<file path="src/ltc_params.svh">
// offsets, field positions and reset values of the two tuning words
`ifndef LTC_PARAMS_SVH
`define LTC_PARAMS_SVH

// ----------------------------------------------------------------
// bus map
// ----------------------------------------------------------------
`define LTC_ADDR_W      12
`define LTC_ATC_LO_OFS  12'h000
`define LTC_ATC_HI_OFS  12'h004
`define LTC_BDC_LO_OFS  12'h008
`define LTC_BDC_HI_OFS  12'h00C

// ----------------------------------------------------------------
// word layout
// ----------------------------------------------------------------
`define LTC_WORD_W      48
`define LTC_NIB_W       4
`define LTC_GAIN_W      8
`define LTC_TRI_W       3
`define LTC_ATC_RST     48'h0380_0000_0666
`define LTC_ATC_RW      48'h078F_FFFF_FFFF
`define LTC_BDC_RST     48'h003B_7F7F_7F00
`define LTC_BDC_RW      48'hFFFF_FFFF_FF00

// first word fields
`define LTC_GPD_LSB     4
`define LTC_BPD_LSB     8
`define LTC_RDC_LSB     12
`define LTC_GDC_LSB     16
`define LTC_BDCP_LSB    20
`define LTC_RLG_LSB     24
`define LTC_GLG_LSB     28
`define LTC_BLG_LSB     32
`define LTC_RNS_BIT     39
`define LTC_GNS_BIT     40
`define LTC_BNS_BIT     41
`define LTC_SUBP_BIT    42

// second word fields
`define LTC_RCG_LSB     8
`define LTC_GCG_LSB     16
`define LTC_BCG_LSB     24
`define LTC_GBR_LSB     32
`define LTC_SRM_LSB     35
`define LTC_RTH_LSB     39
`define LTC_GTH_LSB     42
`define LTC_BTH_LSB     45

`endif

</file>
<file path="src/ltc_pkg.sv">
// types and shared decoding of the tuning register bank
`default_nettype none
`include "ltc_params.svh"

package ltc_pkg;

    // ----------------------------------------------------------------
    // types
    // ----------------------------------------------------------------
    typedef enum logic [2:0] {
        LTC_TGT_NONE,
        LTC_TGT_ATC_LO,
        LTC_TGT_ATC_HI,
        LTC_TGT_BDC_LO,
        LTC_TGT_BDC_HI
    } ltc_target_t;

    typedef struct packed {
        logic [`LTC_WORD_W-1:0] word;
    } ltc_word_state_t;

    typedef struct packed {
        logic [31:0] rdata;
        logic        slverr;
    } ltc_bus_state_t;

    // ----------------------------------------------------------------
    // functions
    // ----------------------------------------------------------------
    function automatic ltc_target_t ltc_decode(logic [`LTC_ADDR_W-1:0] addr);
        ltc_target_t t;
        t = LTC_TGT_NONE;
        if (addr == `LTC_ATC_LO_OFS)
            t = LTC_TGT_ATC_LO;
        else if (addr == `LTC_ATC_HI_OFS)
            t = LTC_TGT_ATC_HI;
        else if (addr == `LTC_BDC_LO_OFS)
            t = LTC_TGT_BDC_LO;
        else if (addr == `LTC_BDC_HI_OFS)
            t = LTC_TGT_BDC_HI;
        return t;
    endfunction

    // byte strobes to bit mask; the upper half uses lanes 0 and 1 only
    function automatic logic [`LTC_WORD_W-1:0] ltc_lane_mask(logic [3:0] strb, logic hi);
        logic [`LTC_WORD_W-1:0] m;
        m = 48'h0000_0000_0000;
        for (int b = 0; b < 4; b++)
        begin
            if (!hi)
                m[8*b +: 8] = {8{strb[b]}};
            else if (b < 2)
                m[32+8*b +: 8] = {8{strb[b]}};
        end
        return m;
    endfunction

endpackage

`default_nettype wire

</file>
<file path="src/ltc_cfg_if.sv">
// write path from the bus decoder to the tuning words
`timescale 1ns/10ps
`default_nettype none

interface ltc_cfg_if;
    logic [1:0]  wr_en;
    logic        hi;
    logic [31:0] wdata;
    logic [3:0]  strb;

    modport ctl  (output wr_en, hi, wdata, strb);
    modport word (input  wr_en, hi, wdata, strb);
endinterface

`default_nettype wire

</file>
<file path="src/ltc_apb_decode.sv">
// APB address decode and write strobes for the tuning words
`timescale 1ns/10ps
`default_nettype none
`include "ltc_params.svh"

module ltc_apb_decode
(
    input  wire logic                   psel,
    input  wire logic                   penable,
    input  wire logic                   pwrite,
    input  wire logic [`LTC_ADDR_W-1:0] paddr,
    input  wire logic [31:0]            pwdata,
    input  wire logic [3:0]             pstrb,
    ltc_cfg_if.ctl                      bus,
    output ltc_pkg::ltc_target_t        target
);

    // ----------------------------------------------------------------
    // decode
    // ----------------------------------------------------------------
    assign target = ltc_pkg::ltc_decode(paddr);

    always_comb
    begin
        bus.wr_en = 2'h0;
        bus.hi    = 1'h0;
        bus.wdata = pwdata;
        bus.strb  = pstrb;
        unique case (target)
            ltc_pkg::LTC_TGT_ATC_LO:
            begin
                bus.wr_en[0] = psel & penable & pwrite;
            end
            ltc_pkg::LTC_TGT_ATC_HI:
            begin
                bus.wr_en[0] = psel & penable & pwrite;
                bus.hi       = 1'h1;
            end
            ltc_pkg::LTC_TGT_BDC_LO:
            begin
                bus.wr_en[1] = psel & penable & pwrite;
            end
            ltc_pkg::LTC_TGT_BDC_HI:
            begin
                bus.wr_en[1] = psel & penable & pwrite;
                bus.hi       = 1'h1;
            end
            ltc_pkg::LTC_TGT_NONE:
            begin
                bus.wr_en = 2'h0;
            end
        endcase
    end

endmodule

`default_nettype wire

</file>
<file path="src/ltc_word_reg.sv">
// one 48-bit tuning word with writable-bit mask and fixed reserved bits
`timescale 1ns/10ps
`default_nettype none
`include "ltc_params.svh"

module ltc_word_reg
#(
    parameter int                     IDX       = 0,
    parameter logic [`LTC_WORD_W-1:0] RESET_VAL = 48'h0000_0000_0000,
    parameter logic [`LTC_WORD_W-1:0] RW_MASK   = 48'h0000_0000_0000
)
(
    input  wire logic                   clk,
    input  wire logic                   rst,
    ltc_cfg_if.word                     bus,
    output logic [`LTC_WORD_W-1:0]      word
);

    ltc_pkg::ltc_word_state_t state;
    ltc_pkg::ltc_word_state_t next_state;
    logic [`LTC_WORD_W-1:0]   wmask;
    logic [`LTC_WORD_W-1:0]   wdata48;

    // ----------------------------------------------------------------
    // update
    // ----------------------------------------------------------------
    always_comb
    begin
        next_state = state;
        wmask   = ltc_pkg::ltc_lane_mask(bus.strb, bus.hi) & RW_MASK;
        wdata48 = bus.hi ? {bus.wdata[15:0], 32'h0000_0000} : {16'h0000, bus.wdata};
        if (bus.wr_en[IDX])
            next_state.word = (state.word & ~wmask) | (wdata48 & wmask);
    end

    always_ff @(posedge clk or posedge rst)
    begin
        if (rst)
            state.word <= RESET_VAL;
        else
            state <= next_state;
    end

    assign word = state.word;
endmodule

`default_nettype wire

</file>
<file path="src/ltc_config_regs.sv">
// APB slave holding the analog tuning and brightness/detect words
`timescale 1ns/10ps
`default_nettype none
`include "ltc_params.svh"

module ltc_config_regs
(
    input  wire logic                   REF_CLK,
    input  wire logic                   RST,
    input  wire logic                   PSEL,
    input  wire logic                   PENABLE,
    input  wire logic                   PWRITE,
    input  wire logic [`LTC_ADDR_W-1:0] PADDR,
    input  wire logic [31:0]            PWDATA,
    input  wire logic [3:0]             PSTRB,
    output logic [31:0]                 PRDATA,
    output logic                        PREADY,
    output logic                        PSLVERR,
    output logic [`LTC_NIB_W-1:0]       GREEN_PREDISCHARGE_LEVEL,
    output logic [`LTC_NIB_W-1:0]       BLUE_PREDISCHARGE_LEVEL,
    output logic [`LTC_NIB_W-1:0]       RED_DECOUPLING_LEVEL,
    output logic [`LTC_NIB_W-1:0]       GREEN_DECOUPLING_LEVEL,
    output logic [`LTC_NIB_W-1:0]       BLUE_DECOUPLING_LEVEL,
    output logic [`LTC_NIB_W-1:0]       RED_LOWGRAY_COMPENSATION,
    output logic [`LTC_NIB_W-1:0]       GREEN_LOWGRAY_COMPENSATION,
    output logic [`LTC_NIB_W-1:0]       BLUE_LOWGRAY_COMPENSATION,
    output logic                        RED_GROUP_NOISE_SELECT,
    output logic                        GREEN_GROUP_NOISE_SELECT,
    output logic                        BLUE_GROUP_NOISE_SELECT,
    output logic                        SUBPERIOD_CAP_ENABLE,
    output logic [`LTC_GAIN_W-1:0]      RED_COLOUR_GAIN,
    output logic [`LTC_GAIN_W-1:0]      GREEN_COLOUR_GAIN,
    output logic [`LTC_GAIN_W-1:0]      BLUE_COLOUR_GAIN,
    output logic [`LTC_TRI_W-1:0]       GLOBAL_BRIGHTNESS,
    output logic [`LTC_NIB_W-1:0]       SHORT_REMOVAL_LEVEL,
    output logic [`LTC_TRI_W-1:0]       RED_SHORT_THRESHOLD,
    output logic [`LTC_TRI_W-1:0]       GREEN_SHORT_THRESHOLD,
    output logic [`LTC_TRI_W-1:0]       BLUE_SHORT_THRESHOLD
);

    localparam logic [`LTC_WORD_W-1:0] RST_V [2] = '{`LTC_ATC_RST, `LTC_BDC_RST};
    localparam logic [`LTC_WORD_W-1:0] RW_M  [2] = '{`LTC_ATC_RW, `LTC_BDC_RW};

    ltc_cfg_if                cfg ();
    ltc_pkg::ltc_target_t     target;
    logic [`LTC_WORD_W-1:0]   words [2];
    logic [`LTC_WORD_W-1:0]   atc;
    logic [`LTC_WORD_W-1:0]   bdc;
    ltc_pkg::ltc_bus_state_t  state;
    ltc_pkg::ltc_bus_state_t  next_state;

    // ----------------------------------------------------------------
    // decode and storage
    // ----------------------------------------------------------------
    ltc_apb_decode u_decode
    (
        .psel    (PSEL),
        .penable (PENABLE),
        .pwrite  (PWRITE),
        .paddr   (PADDR),
        .pwdata  (PWDATA),
        .pstrb   (PSTRB),
        .bus     (cfg.ctl),
        .target  (target)
    );

    genvar gi;
    generate
        for (gi = 0; gi < 2; gi++)
        begin : g_word
            ltc_word_reg
            #(
                .IDX       (gi),
                .RESET_VAL (RST_V[gi]),
                .RW_MASK   (RW_M[gi])
            )
            u_word
            (
                .clk  (REF_CLK),
                .rst  (RST),
                .bus  (cfg.word),
                .word (words[gi])
            );
        end
    endgenerate

    assign atc = words[0];
    assign bdc = words[1];

    // ----------------------------------------------------------------
    // read data, captured in the setup cycle
    // ----------------------------------------------------------------
    always_comb
    begin
        next_state = state;
        if (PSEL && !PENABLE)
        begin
            next_state.slverr = 1'h0;
            unique case (target)
                ltc_pkg::LTC_TGT_ATC_LO:
                    next_state.rdata = atc[31:0];
                ltc_pkg::LTC_TGT_ATC_HI:
                    next_state.rdata = {16'h0000, atc[47:32]};
                ltc_pkg::LTC_TGT_BDC_LO:
                    next_state.rdata = bdc[31:0];
                ltc_pkg::LTC_TGT_BDC_HI:
                    next_state.rdata = {16'h0000, bdc[47:32]};
                ltc_pkg::LTC_TGT_NONE:
                begin
                    next_state.rdata  = 32'h0000_0000;
                    next_state.slverr = 1'h1;
                end
            endcase
        end
    end

    always_ff @(posedge REF_CLK or posedge RST)
    begin
        if (RST)
        begin
            state.rdata  <= 32'h0000_0000;
            state.slverr <= 1'h0;
        end
        else
        begin
            state <= next_state;
        end
    end

    assign PREADY  = PSEL & PENABLE;
    assign PSLVERR = PSEL & PENABLE & state.slverr;
    assign PRDATA  = state.rdata;

    // ----------------------------------------------------------------
    // field outputs
    // ----------------------------------------------------------------
    // green pre-discharge out
    assign GREEN_PREDISCHARGE_LEVEL   = atc[`LTC_GPD_LSB +: `LTC_NIB_W];
    assign BLUE_PREDISCHARGE_LEVEL    = atc[`LTC_BPD_LSB +: `LTC_NIB_W];
    assign RED_DECOUPLING_LEVEL       = atc[`LTC_RDC_LSB +: `LTC_NIB_W];
    assign GREEN_DECOUPLING_LEVEL     = atc[`LTC_GDC_LSB +: `LTC_NIB_W];
    assign BLUE_DECOUPLING_LEVEL      = atc[`LTC_BDCP_LSB +: `LTC_NIB_W];
    assign RED_LOWGRAY_COMPENSATION   = atc[`LTC_RLG_LSB +: `LTC_NIB_W];
    assign GREEN_LOWGRAY_COMPENSATION = atc[`LTC_GLG_LSB +: `LTC_NIB_W];
    assign BLUE_LOWGRAY_COMPENSATION  = atc[`LTC_BLG_LSB +: `LTC_NIB_W];
    assign RED_GROUP_NOISE_SELECT     = atc[`LTC_RNS_BIT];
    assign GREEN_GROUP_NOISE_SELECT   = atc[`LTC_GNS_BIT];
    assign BLUE_GROUP_NOISE_SELECT    = atc[`LTC_BNS_BIT];
    assign SUBPERIOD_CAP_ENABLE       = atc[`LTC_SUBP_BIT];
    assign RED_COLOUR_GAIN            = bdc[`LTC_RCG_LSB +: `LTC_GAIN_W];
    assign GREEN_COLOUR_GAIN          = bdc[`LTC_GCG_LSB +: `LTC_GAIN_W];
    assign BLUE_COLOUR_GAIN           = bdc[`LTC_BCG_LSB +: `LTC_GAIN_W];
    assign GLOBAL_BRIGHTNESS          = bdc[`LTC_GBR_LSB +: `LTC_TRI_W];
    assign SHORT_REMOVAL_LEVEL        = bdc[`LTC_SRM_LSB +: `LTC_NIB_W];
    assign RED_SHORT_THRESHOLD        = bdc[`LTC_RTH_LSB +: `LTC_TRI_W];
    assign GREEN_SHORT_THRESHOLD      = bdc[`LTC_GTH_LSB +: `LTC_TRI_W];
    assign BLUE_SHORT_THRESHOLD       = bdc[`LTC_BTH_LSB +: `LTC_TRI_W];
endmodule

`default_nettype wire

</file>
<file path="config.mk">
export PLATFORM = sky130hd
export DESIGN_NAME = ltc_config_regs
export DESIGN_NICKNAME = d
export VERILOG_FILES = /design/src/ltc_pkg.sv /design/src/ltc_cfg_if.sv /design/src/ltc_apb_decode.sv /design/src/ltc_word_reg.sv /design/src/ltc_config_regs.sv
export VERILOG_INCLUDE_DIRS = /design/src
export SDC_FILE = /design/constraint.sdc
export NUM_CORES = 1
export LEC_CHECK = 0
export ABC_AREA = 1
export BUFFER_PORTS_ARGS = -buffer_cell sky130_fd_sc_hd__buf_4
export CORE_AREA = 3 3 119 121
export CTS_CLUSTER_DIAMETER = 40
export DETAILED_ROUTE_END_ITERATION = 8
export DIE_AREA = 0 0 122 124
export PLACE_DENSITY = 0.79
export SLEW_MARGIN = 20
export SYNTH_ARGS = -nofsm -noshare
export SYNTH_HDL_FRONTEND = slang
export SYNTH_HIERARCHICAL = 1
export SYNTH_SLANG_ARGS = --single-unit
export TNS_END_PERCENT = 20
</file>
<file path="constraint.sdc">
create_clock -name REF_CLK -period 1.1 [get_ports REF_CLK]
set_clock_uncertainty 0.15 [all_clocks]
set_input_delay 0.165 -clock REF_CLK [delete_from_list [all_inputs] [get_ports REF_CLK]]
set_output_delay 0.165 -clock REF_CLK [all_outputs]
set_load 0.01 [all_outputs]
</file>
Word level (Yosys, flattened, before mapping)
Cells that the tools add are included.

Output and inout bits: 110. Flip-flop bits (word level): 129.

Reduce and logical (&&, ||, !) cells: 7. Muxes and demuxes: 16. Equality and inequality tests: 7. Bitwise logic cells: 11.

Operators with widths (count): $pmux 32 s5 (1); $and 48x48->48 (3); $or 48x48->48 (2); $and 48x43->48 (1); $mux 48 (1); $mux 8 (6); $not 43->48 (1); $not 48->48 (1); $eq 12x4->1 const B (2); $eq 12x3->1 const B (1); $logic_not 12->1 (1); $mux 3 (4); $eq 3x2->1 const B (2); $reduce_or 2->1 (3); $mux 1 (4); $and 1x1->1 (3); $eq 3x1->1 const B (1); $eq 3x3->1 const B (1); $logic_not 3->1 (1); $logic_and 1x1->1 (1); $logic_not 1->1 (1).

Longest topological paths before layout
Depth in word-level cells: 12. Gate-level depth with buffers: 14. Depth with buffers taken out: 12.

Cells and area by module
Netlist, hierarchy kept.

By module, submodules not included: ltc_config_regs (area an instance 2478.6 µm², instances 1, cells each 337, sequential area each 825.8 µm²); ltc_word_reg (g_word[1].u_word) (area an instance 1836.8 µm², instances 1, cells each 190, sequential area each 1033.5 µm²); ltc_word_reg (g_word[0].u_word) (area an instance 1744.2 µm², instances 1, cells each 190, sequential area each 1012.2 µm²); ltc_apb_decode (area an instance 365.4 µm², instances 1, cells each 58, sequential area each 0.0 µm²).

Worst setup path before layout
No wires, ideal clock.

Path type: in2reg. Start: input PADDR[9]. End: register state (netlist bit PRDATA[7]). Data arrival time: 1322 ps. Stages: 14. Setup time: 120 ps. Path buffers: 2. Setup slack: -492 ps. Cells stage by stage: nor2_1 > nand2_1 > nor2_2 > nand2_2 > nor2_1 > buf_6 > inv_4 > nand2_2 > nand2_2 > buf_4 > nor2_1 > nor2_1 > o21ai_1 > nand2_1.

Elaborated cells on any way between the ends: 14.

RTL lines: start: declaration (RTL line ltc_config_regs.sv:13) `` input wire logic [`LTC_ADDR_W-1:0] PADDR, ``; $eq 12x4->1 (no line); $mux 3 (RTL line ltc_pkg.sv:37) `` else if (addr == `LTC_BDC_LO_OFS) ``; $mux 3 (RTL line ltc_pkg.sv:35) `` else if (addr == `LTC_ATC_HI_OFS) ``; $mux 3 * (RTL line ltc_pkg.sv:33) `` if (addr == `LTC_ATC_LO_OFS) ``; net target[0] (RTL line ltc_config_regs.sv:45) `ltc_pkg::ltc_target_t target;`; $eq 3x3->1 (tied with other cells) (RTL line ltc_config_regs.sv:99) `unique case (target)`; $pmux 32 s5 * (RTL line ltc_config_regs.sv:99); end signal: assignment (RTL line ltc_config_regs.sv:126) `state <= next_state;`; end: declaration (RTL line ltc_config_regs.sv:49) `ltc_pkg::ltc_bus_state_t state;`.

The timed path passes the listed nets; every way through them passes the cells marked *. A chain may end at the register's enable or synchronous reset.

==> results.md <==
- Clk sink count: 113
- Seq cells post-synth: 113
- Max-Cap Viols: 0
- Crit. End Element: flip-flop
- Final worst slack: -0.580 ns
- # IOs: 163
- CTS tree: yes
- Layout overhead on the synthesized area: 61.2%
- Register area share after synthesis: 44.7%
- CP max FO: 8
- Sequential cell area: 2890 µm²
- RSZ-0062 raised after global routing: true
- H-tree levels: 4
- Via count: 8130
- Hold Slack: 0.0153 ns
- Die Y: 124 µm
- GPL Wtd Cong: 0.889
- Design Area, Final: 10400 µm²
- Final core utilization: 78.5%
- Initial detailed-routing violation count: 1724
- Fin crit period: 1.68 ns
- Final ANT Viol Nets: 0
- Status: finished, violations left
- Total Routing Usage GR: 37.7%
- Post-route DRC violation count: 19
- Worst Path Arrival: 1.88 ns
- Hold Path Class: in2reg
- Crit path max-delay family: simple AND/OR/NAND/NOR gates
- Routed wire length per instance: 27.4 µm
- Cell with the biggest individual delay on the critical path: nand4_1
- First-pass GRT wire length: 43400 µm
- Initial Utilization: 48.7%
- Critical Path, Cell by Cell: buf_4, nor2_4, nand2_2, nor2_2, nand2_2, buf_6, nor2_4, buf_6, buf_12, buf_12, inv_8, nand4_1, nand2_1
- Final Hold Vio Count: 0
- Die X: 122 µm
- # port buffers: 162
- Placed cells: 1065
- R2R setup slack: -0.26 ns
- Root Buffer: clkbuf_16
- Post-DP Area: 7660 µm²
- Number of global-route vias before repair: 7559
- TNS Setup: -72.56 ns
- Hold Crit Start: PSTRB[2]
- Fin cells: 1195
- Layout fillers: 667
- PD cells: 1070 nW/µm²
- Worst setup path class: in2reg
- Initial antenna violation count: 1
- Core area: 13200 µm²
- Maximum vdd ir drop: 0.00120 V
- Period utilization: 153%
- Largest net degree at the start of global routing: 49
- Clk slew on worst S/H paths: 0.06 ns
- Area of the multi-input gates: 3120 µm²
- Worst slack, placed: -0.878 ns
- Max-slew violations: 0
- Total length of routed wires: 32700 µm
- Nets: 1059
- Congestion Overflow GR: 0
- Max Freq: 595 MHz
- Clock Latency Late Sink: 0.43 ns
- Max Buffers Root-to-Sink: 2
- Die ar.: 15100 µm²
- Ant. Diodes: 0
- Failing checks: DRC, setup timing
- Cells after synthesis: 775
- Rows: 42
- Crit path launch type: input port
- CTS Buf Count: 17
- Setup violation total in the final timing report: 223
- Via density: 6.80
- Req. time, crit path: 1.30 ns
- First-pass DRT Iterations: 9
- Post-synthesis cell type count: 25
- Layout cells sized above 1: 51.1%
- Pwr Total: 11.0 mW
- HPWL Detailed: 14400 µm
- Warnings from Yosys: 6
- Crit path buf inv count: 6
- Post-Syn Area per Cell: 8.29 µm²
- Leakage: 5.03 nW
- CP Launch Point: PADDR[4]
- Synth Cell Area: 6420 µm²
- Crit path largest cell delay: 0.23 ns
==> cells by family after synthesis <==
logic type,Yosys count,synth area share [%]
AND/OR/NAND/NOR,456,33.1
buffers and inverters,154,16.9
flip-flops,113,44.7
AO/OA/AOI/OAI,50,5.24
other,2,0.117
==> routing by layer <==
metal | global-route usage [%] | vias up | wire (µm)
li1 | - | 3021 | -
met1 | 46.3 | 3682 | 10500
met2 | 56.3 | 1076 | 13700
met3 | 14.1 | 349 | 5580
met4 | 23.2 | 2 | 3020
met5 | 0 | - | 13
==> worst register-to-register path: stages, from the launching register on <==
cell,delay (ns)
dfrtp_1,0.42
buf_4,0.17
nand3_2,0.07
nand2_1,0.09
o21ai_1,0.24
nand2_1,0.09
==> worst paths after layout <==
check	cells after the start	endpoint
max in group asynchronous	4	asynchronous set/reset pin
setup / recovery	13	flip-flop
hold reg to reg	2	flip-flop
setup reg to reg	5	PRDATA[14]
min in group asynchronous	4	PRDATA[25]
hold / removal	4	flip-flop
==> final cells by class <==
type / count / share of cell area, %
Multi-Input combinational cell: 526 / 30.2
Tap cell: 176 / 2.13
Timing Repair Buffer: 331 / 33.0
Sequential cell: 113 / 27.9
Clock inverter: 8 / 0.749
Inverter: 14 / 0.858
Clock buffer: 24 / 4.84
Timing Repair inverter: 3 / 0.350
==> cell usage in the layout, fill, tap and decap left out, types with 2 or more instances in the layout <==
| master | netlist | final |
|---|---|---|
| nand3_2 | 4 | 9 |
| buf_6 | 11 | 147 |
| nand2_8 | 0 | 5 |
| inv_8 | 1 | 3 |
| buf_4 | 101 | 117 |
| clkinv_4 | 0 | 2 |
| dfrtp_2 | 0 | 17 |
| nand3_4 | 1 | 10 |
| inv_4 | 2 | 2 |
| nor2_2 | 1 | 9 |
| clkinv_2 | 0 | 3 |
| inv_2 | 4 | 3 |
| nand3_1 | 24 | 10 |
| a21oi_2 | 20 | 21 |
| a21oi_1 | 12 | 7 |
| conb_1 | 2 | 16 |
| buf_8 | 0 | 7 |
| buf_12 | 0 | 16 |
| inv_1 | 7 | 6 |
| dfstp_2 | 35 | 35 |
| clkbuf_8 | 0 | 5 |
| clkbuf_1 | 2 | 2 |
| o21ai_1 | 17 | 6 |
| a21oi_4 | 0 | 4 |
| nor2_4 | 1 | 17 |
| nand2_1 | 232 | 180 |
| nor2_1 | 59 | 37 |
| o21ai_2 | 0 | 11 |
| clkbuf_16 | 0 | 17 |
| clkinvlp_4 | 0 | 2 |
| nand4_1 | 130 | 130 |
| nand2_2 | 3 | 51 |
| dlygate4sd3_1 | 0 | 43 |
| dfrtp_1 | 78 | 61 |
==> report_power, final <==
part | switching [mW] | internal, mW
Clock | 2.17 | 3.40
Combinational | 0.624 | 0.531
Sequential | 0.0760 | 4.24
==> Yosys cell counts (all sizes together) <==
cell,n,area [µm²]
nand3,29,178
a21oi,32,235
conb,2,7.51
nand4,130,813
nor2,61,239
nor3,1,5.00
buf,138,1010
inv,14,65.1
dfstp,35,920
o21ai,18,101
clkbuf,2,7.51
nand2,235,890
dfrtp,78,1950
==> timing repair <==
action,CTS,global route
pin swaps,48,38
buffers inserted,42,6
resized for setup,233,94
endpoints found under the setup margin,222,223
endpoints found under the hold margin,193,9
gates cloned,8,1
hold buffers,40,3
Note: power is estimated with default switching activity, not from simulation.
